File: src/gpio_pkg.sv
// ****************************************************************
// Bank geometry and register map
// ****************************************************************
package gpio_pkg;

   // Bank geometry: three GPIO banks of sixteen pins each
   localparam int BANK_COUNT = 3;
   localparam int BANK_W     = 16;
   localparam int PIN_COUNT  = 48;
   localparam int ADDR_W     = 8;
   localparam int DATA_W     = 32;

   // Address fields: bank in bits 7:6, word index in bits 5:2
   localparam int BANK_LSB = 6;
   localparam int IDX_LSB  = 2;

   // Fourth port group: carries no GPIO, reads as zero
   localparam logic [1:0] BANK_NONE = 2'h3;

   // Word indices inside a bank
   localparam logic [3:0] IDX_DIR     = 4'h0;
   localparam logic [3:0] IDX_DATA    = 4'h1;
   localparam logic [3:0] IDX_SET     = 4'h2;
   localparam logic [3:0] IDX_CLR     = 4'h3;
   localparam logic [3:0] IDX_TOG     = 4'h4;
   localparam logic [3:0] IDX_STATUS  = 4'h5;
   localparam logic [3:0] IDX_IEN_SET = 4'h6;
   localparam logic [3:0] IDX_IEN_CLR = 4'h7;
   localparam logic [3:0] IDX_SENS    = 4'h8;
   localparam logic [3:0] IDX_BOTH    = 4'h9;
   localparam logic [3:0] IDX_INEN    = 4'ha;

   // Values after reset
   localparam logic [15:0] RST_DIR  = 16'h0000;
   localparam logic [15:0] RST_OUT  = 16'h0000;
   localparam logic [15:0] RST_IEN  = 16'h0000;
   localparam logic [15:0] RST_SENS = 16'h0000;
   localparam logic [15:0] RST_BOTH = 16'h0000;
   localparam logic [15:0] RST_INEN = 16'h0000;

   // Upper read data bits above a bank word
   localparam logic [15:0] READ_PAD = 16'h0000;

endpackage

File: src/gpio_bank_with_irq.sv
`timescale 1ns/1ps
// Operation
// - 48 pins in three banks of sixteen; fourth bank has no GPIO.
// - After reset every pin belongs to the GPIO function.
// - Out of reset output drivers and input buffers are off.
// - Direction register bit per pin selects input or output.
// - Set register drives high the pins written as one.
// - Clear register drives low the pins written as one.
// - Toggle register inverts the pins written as one.
// - Data register writes the output value directly.
// - Status register reads the sensed pin levels.
// - Enable-set register turns on interrupts of pins written one.
// - Enable-clear register turns off interrupts of pins written one.
// - Inputs interrupt from the pin; outputs from the driven level.
// - Sensitivity register picks level or edge per pin.
// - Edge pins fire on rising only, or on both edges.
module gpio_bank_with_irq
   import gpio_pkg::*;
(
   input  wire logic                  clk,
   input  wire logic                  srst,
   input  wire logic [ADDR_W-1:0]     reg_addr,
   input  wire logic [DATA_W-1:0]     reg_wdata,
   input  wire logic                  reg_wr,
   input  wire logic                  reg_rd,
   output logic      [DATA_W-1:0]     reg_rdata,
   input  wire logic [PIN_COUNT-1:0]  pin_in,
   output logic      [PIN_COUNT-1:0]  pin_out,
   output logic      [PIN_COUNT-1:0]  pin_oe,
   output logic      [BANK_COUNT-1:0] irq
);

   // ****************************************************************
   // State
   // ****************************************************************
   typedef logic [BANK_COUNT-1:0][BANK_W-1:0] bank_vec_t;

   typedef struct packed {
      bank_vec_t             dir;
      bank_vec_t             out;
      bank_vec_t             out_prev;
      bank_vec_t             ien;
      bank_vec_t             sens;
      bank_vec_t             both;
      bank_vec_t             inen;
      logic [DATA_W-1:0]     rdata;
      logic [BANK_COUNT-1:0] irq;
   } gpio_state_t;

   gpio_state_t st_reg;
   gpio_state_t st_next;

   logic [1:0]        reg_bank;
   logic [3:0]        reg_idx;
   logic              addr_ok;
   logic              wr_hit;
   logic              rd_hit;
   logic [BANK_W-1:0] wd16;
   bank_vec_t         wmask;
   bank_vec_t         bmask;
   bank_vec_t         sync_lvl;
   bank_vec_t         sync_prev;
   bank_vec_t         sensed;
   bank_vec_t         src_lvl;
   bank_vec_t         src_prev;
   bank_vec_t         cond;

   // ****************************************************************
   // Pin synchronisers, one per bank
   // ****************************************************************
   for (genvar b = 0; b < BANK_COUNT; b++) begin : g_sense
      gpio_pin_sense #(
         .WIDTH      (BANK_W)
      ) u_sense (
         .clk        (clk),
         .srst       (srst),
         .pin_in     (pin_in[b*BANK_W +: BANK_W]),
         .level      (sync_lvl[b]),
         .level_prev (sync_prev[b])
      );
   end

   // ****************************************************************
   // Register port decode
   // ****************************************************************
   // Bank and word index from the byte address
   assign reg_bank = reg_addr[BANK_LSB +: 2];
   assign reg_idx  = reg_addr[IDX_LSB +: 4];
   assign wd16     = reg_wdata[BANK_W-1:0];

   assign addr_ok = (reg_addr[IDX_LSB-1:0] == 2'h0) && (reg_bank != BANK_NONE);
   assign wr_hit  = reg_wr && addr_ok;
   assign rd_hit  = reg_rd && addr_ok;

   // Write data and lane mask placed into the addressed bank
   always_comb begin
      wmask = '0;
      bmask = '0;
      for (int b = 0; b < BANK_COUNT; b++) begin
         if (wr_hit && (reg_bank == 2'(b))) begin
            wmask[b] = wd16;
            bmask[b] = 16'hffff;
         end
      end
   end

   // ****************************************************************
   // Interrupt condition per pin
   // ****************************************************************
   // Input buffer gate, source select and sensitivity
   always_comb begin
      for (int b = 0; b < BANK_COUNT; b++) begin
         sensed[b] = sync_lvl[b] & st_reg.inen[b];
         src_lvl[b]  = (st_reg.dir[b] & st_reg.out[b]) | (~st_reg.dir[b] & sensed[b]);
         src_prev[b] = (st_reg.dir[b] & st_reg.out_prev[b])
                     | (~st_reg.dir[b] & sync_prev[b] & st_reg.inen[b]);
         cond[b] = (~st_reg.sens[b] & src_lvl[b])
                 | (st_reg.sens[b] & ((src_lvl[b] & ~src_prev[b])
                 | (st_reg.both[b] & ~src_lvl[b] & src_prev[b])));
      end
   end

   // ****************************************************************
   // Next state
   // ****************************************************************
   // Register writes, read data and interrupt outputs
   always_comb begin
      st_next          = st_reg;
      st_next.out_prev = st_reg.out;
      st_next.rdata    = '0;
      if (wr_hit) begin
         unique case (reg_idx)
            IDX_DIR:     st_next.dir = (st_reg.dir & ~bmask) | wmask;
            IDX_DATA:    st_next.out = (st_reg.out & ~bmask) | wmask;
            IDX_SET:     st_next.out = st_reg.out | wmask;
            IDX_CLR:     st_next.out = st_reg.out & ~wmask;
            IDX_TOG:     st_next.out = st_reg.out ^ wmask;
            IDX_IEN_SET: st_next.ien = st_reg.ien | wmask;
            IDX_IEN_CLR: st_next.ien = st_reg.ien & ~wmask;
            IDX_SENS:    st_next.sens = (st_reg.sens & ~bmask) | wmask;
            IDX_BOTH:    st_next.both = (st_reg.both & ~bmask) | wmask;
            IDX_INEN:    st_next.inen = (st_reg.inen & ~bmask) | wmask;
            default:     st_next.out = st_reg.out; // Status and gaps ignore writes
         endcase
      end
      if (rd_hit) begin
         unique case (reg_idx)
            IDX_DIR:     st_next.rdata = {READ_PAD, st_reg.dir[reg_bank]};
            IDX_DATA:    st_next.rdata = {READ_PAD, st_reg.out[reg_bank]};
            IDX_STATUS:  st_next.rdata = {READ_PAD, sensed[reg_bank]};
            IDX_IEN_SET: st_next.rdata = {READ_PAD, st_reg.ien[reg_bank]};
            IDX_IEN_CLR: st_next.rdata = {READ_PAD, st_reg.ien[reg_bank]};
            IDX_SENS:    st_next.rdata = {READ_PAD, st_reg.sens[reg_bank]};
            IDX_BOTH:    st_next.rdata = {READ_PAD, st_reg.both[reg_bank]};
            IDX_INEN:    st_next.rdata = {READ_PAD, st_reg.inen[reg_bank]};
            default:     st_next.rdata = '0; // Write-only and gaps read zero
         endcase
      end
      for (int b = 0; b < BANK_COUNT; b++) begin
         st_next.irq[b] = |(st_reg.ien[b] & cond[b]);
      end
      if (srst) begin
         st_next.dir      = {BANK_COUNT{RST_DIR}};
         st_next.out      = {BANK_COUNT{RST_OUT}};
         st_next.out_prev = {BANK_COUNT{RST_OUT}};
         st_next.ien      = {BANK_COUNT{RST_IEN}};
         st_next.sens     = {BANK_COUNT{RST_SENS}};
         st_next.both     = {BANK_COUNT{RST_BOTH}};
         st_next.inen     = {BANK_COUNT{RST_INEN}};
         st_next.rdata    = '0;
         st_next.irq      = '0;
      end
   end

   // State register
   always_ff @(posedge clk) begin
      st_reg <= st_next;
   end

   // Outputs straight from the state register
   assign reg_rdata = st_reg.rdata;
   assign pin_out   = st_reg.out;
   assign pin_oe    = st_reg.dir;   // Driver on only for output pins
   assign irq       = st_reg.irq;

   // Bank 0 pin 0 configured as the only interrupt source
   logic edge_cfg;
   logic lvl_cfg;
   logic out_cfg;
   assign edge_cfg = st_reg.inen[0][0] && !st_reg.dir[0][0] && st_reg.sens[0][0]
                  && (st_reg.ien[0] == 16'h0001);
   assign lvl_cfg  = st_reg.inen[0][0] && !st_reg.dir[0][0] && !st_reg.sens[0][0]
                  && (st_reg.ien[0] == 16'h0001);
   assign out_cfg  = st_reg.dir[0][0] && !st_reg.sens[0][0] && (st_reg.ien[0] == 16'h0001);
endmodule

File: src/gpio_pin_sense.sv
`timescale 1ns/1ps
// ****************************************************************
// Two-stage pin synchroniser with one delayed copy for edges
// ****************************************************************
module gpio_pin_sense
   import gpio_pkg::*;
#(
   parameter int WIDTH = BANK_W
) (
   input  wire logic             clk,
   input  wire logic             srst,
   input  wire logic [WIDTH-1:0] pin_in,
   output logic      [WIDTH-1:0] level,
   output logic      [WIDTH-1:0] level_prev
);

   typedef struct packed {
      logic [WIDTH-1:0] meta;
      logic [WIDTH-1:0] level;
      logic [WIDTH-1:0] prev;
   } sense_state_t;

   sense_state_t s_reg;
   sense_state_t s_next;

   // Next state: meta only feeds the second stage
   always_comb begin
      s_next = s_reg;
      s_next.meta  = pin_in;
      s_next.level = s_reg.meta;
      s_next.prev  = s_reg.level;
      if (srst) begin
         s_next = '0;
      end
   end

   // State register
   always_ff @(posedge clk) begin
      s_reg <= s_next;
   end

   assign level      = s_reg.level;
   assign level_prev = s_reg.prev;
endmodule

File: config.mk
export PLATFORM = sky130hd
export DESIGN_NAME = gpio_bank_with_irq
export DESIGN_NICKNAME = d
export VERILOG_FILES = /design/src/gpio_pkg.sv /design/src/gpio_bank_with_irq.sv /design/src/gpio_pin_sense.sv
export SDC_FILE = /design/constraint.sdc
export NUM_CORES = 1
export LEC_CHECK = 0
export BUFFER_PORTS_ARGS = -buffer_cell sky130_fd_sc_hd__clkbuf_2
export CAP_MARGIN = 20
export CORE_UTILIZATION = 60
export DETAILED_ROUTE_END_ITERATION = 8
export PLACE_DENSITY_LB_ADDON = 0.2
export SYNTH_ARGS = -nofsm -noshare
export SYNTH_HDL_FRONTEND = slang
export SYNTH_SLANG_ARGS = --single-unit
File: constraint.sdc
create_clock -name clk -period 2.2 [get_ports clk]
set_input_delay 0.11 -clock clk [delete_from_list [all_inputs] [get_ports clk]]
set_output_delay 0.11 -clock clk [all_outputs]
set_load 0.01 [all_outputs]
# Yosys cells after proc, flatten, opt, wreduce, memory -nomap -nowiden

Index checks and enable logic that the tools add are counted.

Register bits after elaboration: 515
Input port bits: 92
Output and inout bits: 131

Magnitude comparators: 1
Equality and inequality tests: 13
Multiplexer cells: 23
Bitwise logic cells: 78
Reduce and logical (&&, ||, !) cells: 22

Operators with widths:

| kind               | count |
|---|---|
| $and 16x16->16     | 36 |
| $and 48x48->48     | 7 |
| $or 48x48->48      | 7 |
| $bmux 16 s2        | 7 |
| $mux 16            | 13 |
| $not 16->16        | 12 |
| $or 16x16->16      | 12 |
| $pmux 48 s4        | 1 |
| $pmux 16 s7        | 1 |
| $not 48->48        | 2 |
| $pmux 48 s2        | 1 |
| $reduce_or 16->1   | 3 |
| $xor 48x48->48     | 1 |
| $eq 4x3->1 const B | 4 |
| $eq 4x4->1 const B | 3 |
| $reduce_and 2->1   | 6 |
| $eq 4x2->1 const B | 2 |
| $logic_and 1x1->1  | 6 |
| $eq 4x1->1 const B | 1 |
| $logic_not 2->1    | 2 |
| $logic_not 4->1    | 1 |
| $reduce_bool 4->1  | 1 |
| $reduce_or 2->1    | 2 |
| $lt 2x3->1 const B | 1 |
| 5 further kinds    | 5 |

# Logic depth before layout (Yosys ltp)

Word-level depth: 11
Gate-level depth with buffers: 11
Gate-level depth less buffers: 7

# Cells and area by module

Synthesis repeated with hierarchy kept, for this count alone.

Cells, all modules: 3067
Area, all modules: 24838.8 um2

Modules (own cells, without submodules):

| module             | instances | cells an instance | area an instance (um2) |
|---|---|---|---|
| gpio_bank_with_irq | 1         | 2668              | 20203.1 |
| gpio_pin_sense     | 3         | 133               | 1545.2 |

# Least setup slack after synthesis

No wires, ideal clock.

Kind: reg2reg
From: register with a tool-made name
To: register st_reg, in the netlist irq[2]
Setup time: 0.147 ns
Arrival time: 1.604 ns
Path slack: 0.449 ns
Stages on the path, launching flop included: 7
Buffers on the path: 0
Clock period less this slack: 1.751 ns
Cells stage by stage: dfxtp_1 > and4b_1 > a31oi_1 > mux2_1 > a22o_1 > a221oi_1 > a41oi_1

RTL lines:

| what                 | RTL line                  | text |
|---|---|---|
| to (signal assigned) | gpio_bank_with_irq.sv:177 | `st_reg <= st_next;` |
| to (decl)            | gpio_bank_with_irq.sv:50  | `gpio_state_t st_reg;` |

==> impl_metrics.tcl <==
set metrics [dict create \
    drt_wl_total_um 96500 \
    drive_above_1_share_pct 15.1 \
    yosys-mux-area-fraction_pct 4.50 \
    post_drt_wl_per_cell_um 26.0 \
    grt_pass1_vias 21600 \
    synth_top_family_by_area "simple AND/OR/NAND/NOR gates" \
    critical_path_arrival_ns 2.51 \
    p_int_mw 15.3 \
    power_mw 20.1 \
    fin_skew_ns 0.0292 \
    setup-tns-final_ns 0 \
    hold_violations 0 \
    power.leakage_nw 10.2 \
    synth_simple_gate_area_share_pct 23.0 \
    gr-total-overflow 0 \
    avgSynthCellArea_um2 8.07 \
    synth_area_leader_cell "dfxtp_1" \
    num_rows 73 \
    die_y_um 204 \
    multi_input_area_mm2 0.0126 \
    coreArea_mm2 0.0400 \
    seqCellArea_mm2 0.00999 \
    start_util_pct 61.3 \
    fill_cells 3207 \
    finish.instance_area_mm2 0.0281 \
    setup_ws_ns 0.169 \
    cts_buffer_depth 3 \
    slew_viol_final 0 \
    detailed_place_hpwl_um 68200 \
    synthAdderAreaFrac_pct 2.45 \
    drt-initial-drc-count 3886 \
    mostFrequentLayoutCells "nand2_1, dfxtp_1, a21oi_1, nor2_1, nor2b_1" \
    cts-resized-gates 0 \
    antenna_found_initial 0 \
    worstMarginPinSlew_ns 0.810 \
    rsz0062_at_grt "no" \
    cts_tree "built" \
    status "complete, no violations" \
    io_pins 223 \
    grt_max_degree 137 \
    irDropWorstVdd_mv 0.857 \
    synth_edf_count 0 \
    worst_ep_required_time_ns 2.68 \
    die-width_um 204 \
    yosys_register_bits 499 \
    p_clk_share_pct 47.4 \
    drc 0 \
    synth-seq-area-share_pct 40.8 \
    synth_area_mm2 0.0245 \
    swShare_pct 24.0 \
    place_area_mm2 0.0257 \
    path_class "reg2reg" \
    ys_warn_count 0 \
    report.final.setup_viol 0 \
    port_buffers 190 \
    post-route-period-util_pct 92.3 \
    synth.distinct_cells 76 \
    drv_cap 0 \
    fmax_mhz 492 \
    min_period_ns 2.03 \
    p_seq_share_pct 46.1 \
    final_common_cell "nand2_1" \
    ys_top_cells_by_area "dfxtp_1, nand2_1, a21oi_1" \
    routed_via_density 6.48 \
    grt_usage_pct 45.2 \
    synth_compound_area_share_pct 21.2 \
    clkLatencyLatePin_ns 0.62 \
    combPwrFrac_pct 6.5 \
    syn_to_final_growth_pct 14.7 \
    cts_max_level 2 \
    dieArea_mm2 0.0417 \
    firstDrtPassIters 8 \
    clk_pin_slew_ns 0.07 \
    cts_buffers 52 \
    gp_congestion 1.03 \
    worst-path-max-fanout 4 \
    switchingPower_mw 4.83 \
    relSlewSlack_pct 45.8 \
    min_path_type "in2reg" \
    synth_ff_type "dfxtp_1" \
    powerDensity_mw_per_mm2 716 \
    r2r.worst_path.cells 6 \
    nets 3287 \
    yosys.area.top_type_share_pct 40.8 \
    ant_nets 0 \
    cts.sinks 499 \
    critPathCaptureType "register" \
    root_buffer "clkbuf_16" \
    via_count 24100 \
    start_kind "register" \
    pre_cts_ws_ns 0.121 \
    hold-path-cell-count 4 \
    async_flop_share_pct 0 \
    synth_cells 3038 \
    synth_xor_area_share_pct 0.0357 \
    grt_pass1_wl_um 139000 \
]
-- power groups by stage --
stage               Clock [mW]  Sequential [mW]  Combinational (mW)
CTS                       9.52             9.28                1.26
finish                    9.54             9.29                1.30
detailed placement           0             9.48                1.17
global route              9.91             9.29                1.35
global placement             0             9.48                1.15
floorplan                    0             9.43               0.753
-- per-layer routing --
| layer | GRT usage [%] | share of wire [%] |
|---|---|---|
| met2 | 64.4 | 41 |
| met5 | 0 | 0 |
| met3 | 11.5 | 13 |
| met1 | 61.2 | 39 |
| met4 | 27.2 | 6.7 |
-- critical path, stage by stage, from the launching register on --
cell and delay, ns:
dfxtp_1 0.33, and4b_1 0.19, a31oi_1 0.17, mux2_1 0.45, a22o_1 0.28, a221oi_1 0.31, a41oi_1 0.16
-- final timing paths --
path	startpoint	endpoint	slack, ns
max	register	irq[2]	0.17
min	reg_wdata[10]	register	0.05
max reg2reg	register	irq[2]	0.17
min reg2reg	g_sense[2].u_sense.s_reg[40]	g_sense[2].u_sense.level[8]	0.43
-- synth_stat cells (all sizes together) (48+ instances only) --
library cell,n
nand3,80
nor2,302
a22o,54
a21oi,315
ha,48
clkbuf,142
a221oi,64
o22ai,48
dfxtp,499
nor2b,205
mux2i,108
a211oi,109
o21ai,60
nand2,574
buf,215
-- layout make-up --
| class | count | share of cell area [%] |
|---|---|---|
| repair buffers | 397 | 10.5 |
| well taps | 525 | 2.34 |
| flip-flops and latches | 499 | 35.5 |
| clock inverters | 21 | 1.11 |
| diodes | 2 | 0.0178 |
| inverters | 5 | 0.0668 |
| multi-input cells | 2192 | 44.9 |
| clock buffers | 74 | 5.46 |
-- cell families after synthesis --
kind of cell,count (synthesis)
AOI/OAI and AO/OA,772
xor gates and xnor gates,1
adders and majority gates,48
buffers and inverters,362
DFF,499
muxes,110
other,1
and+or+nand+nor,1245
-- through the flow --
step	instances	util, %	hold WS, ns
after floorplan	3053	-	0.238
after global placement	3563	64.2	0.317
after detailed placement	3563	64.2	0.324
after CTS	3713	70.2	0.00913
after global routing	3713	70.2	0.0344
final	3715	70.3	0.0463
-- repair_timing --
| action | 4_1_cts | 5_1_grt |
|---|---|---|
| setup buffers | 0 | 0 |
| hold endpoints to repair | 104 | 0 |
| hold buffers | 55 | 0 |
(Power assumes the default switching activity.)
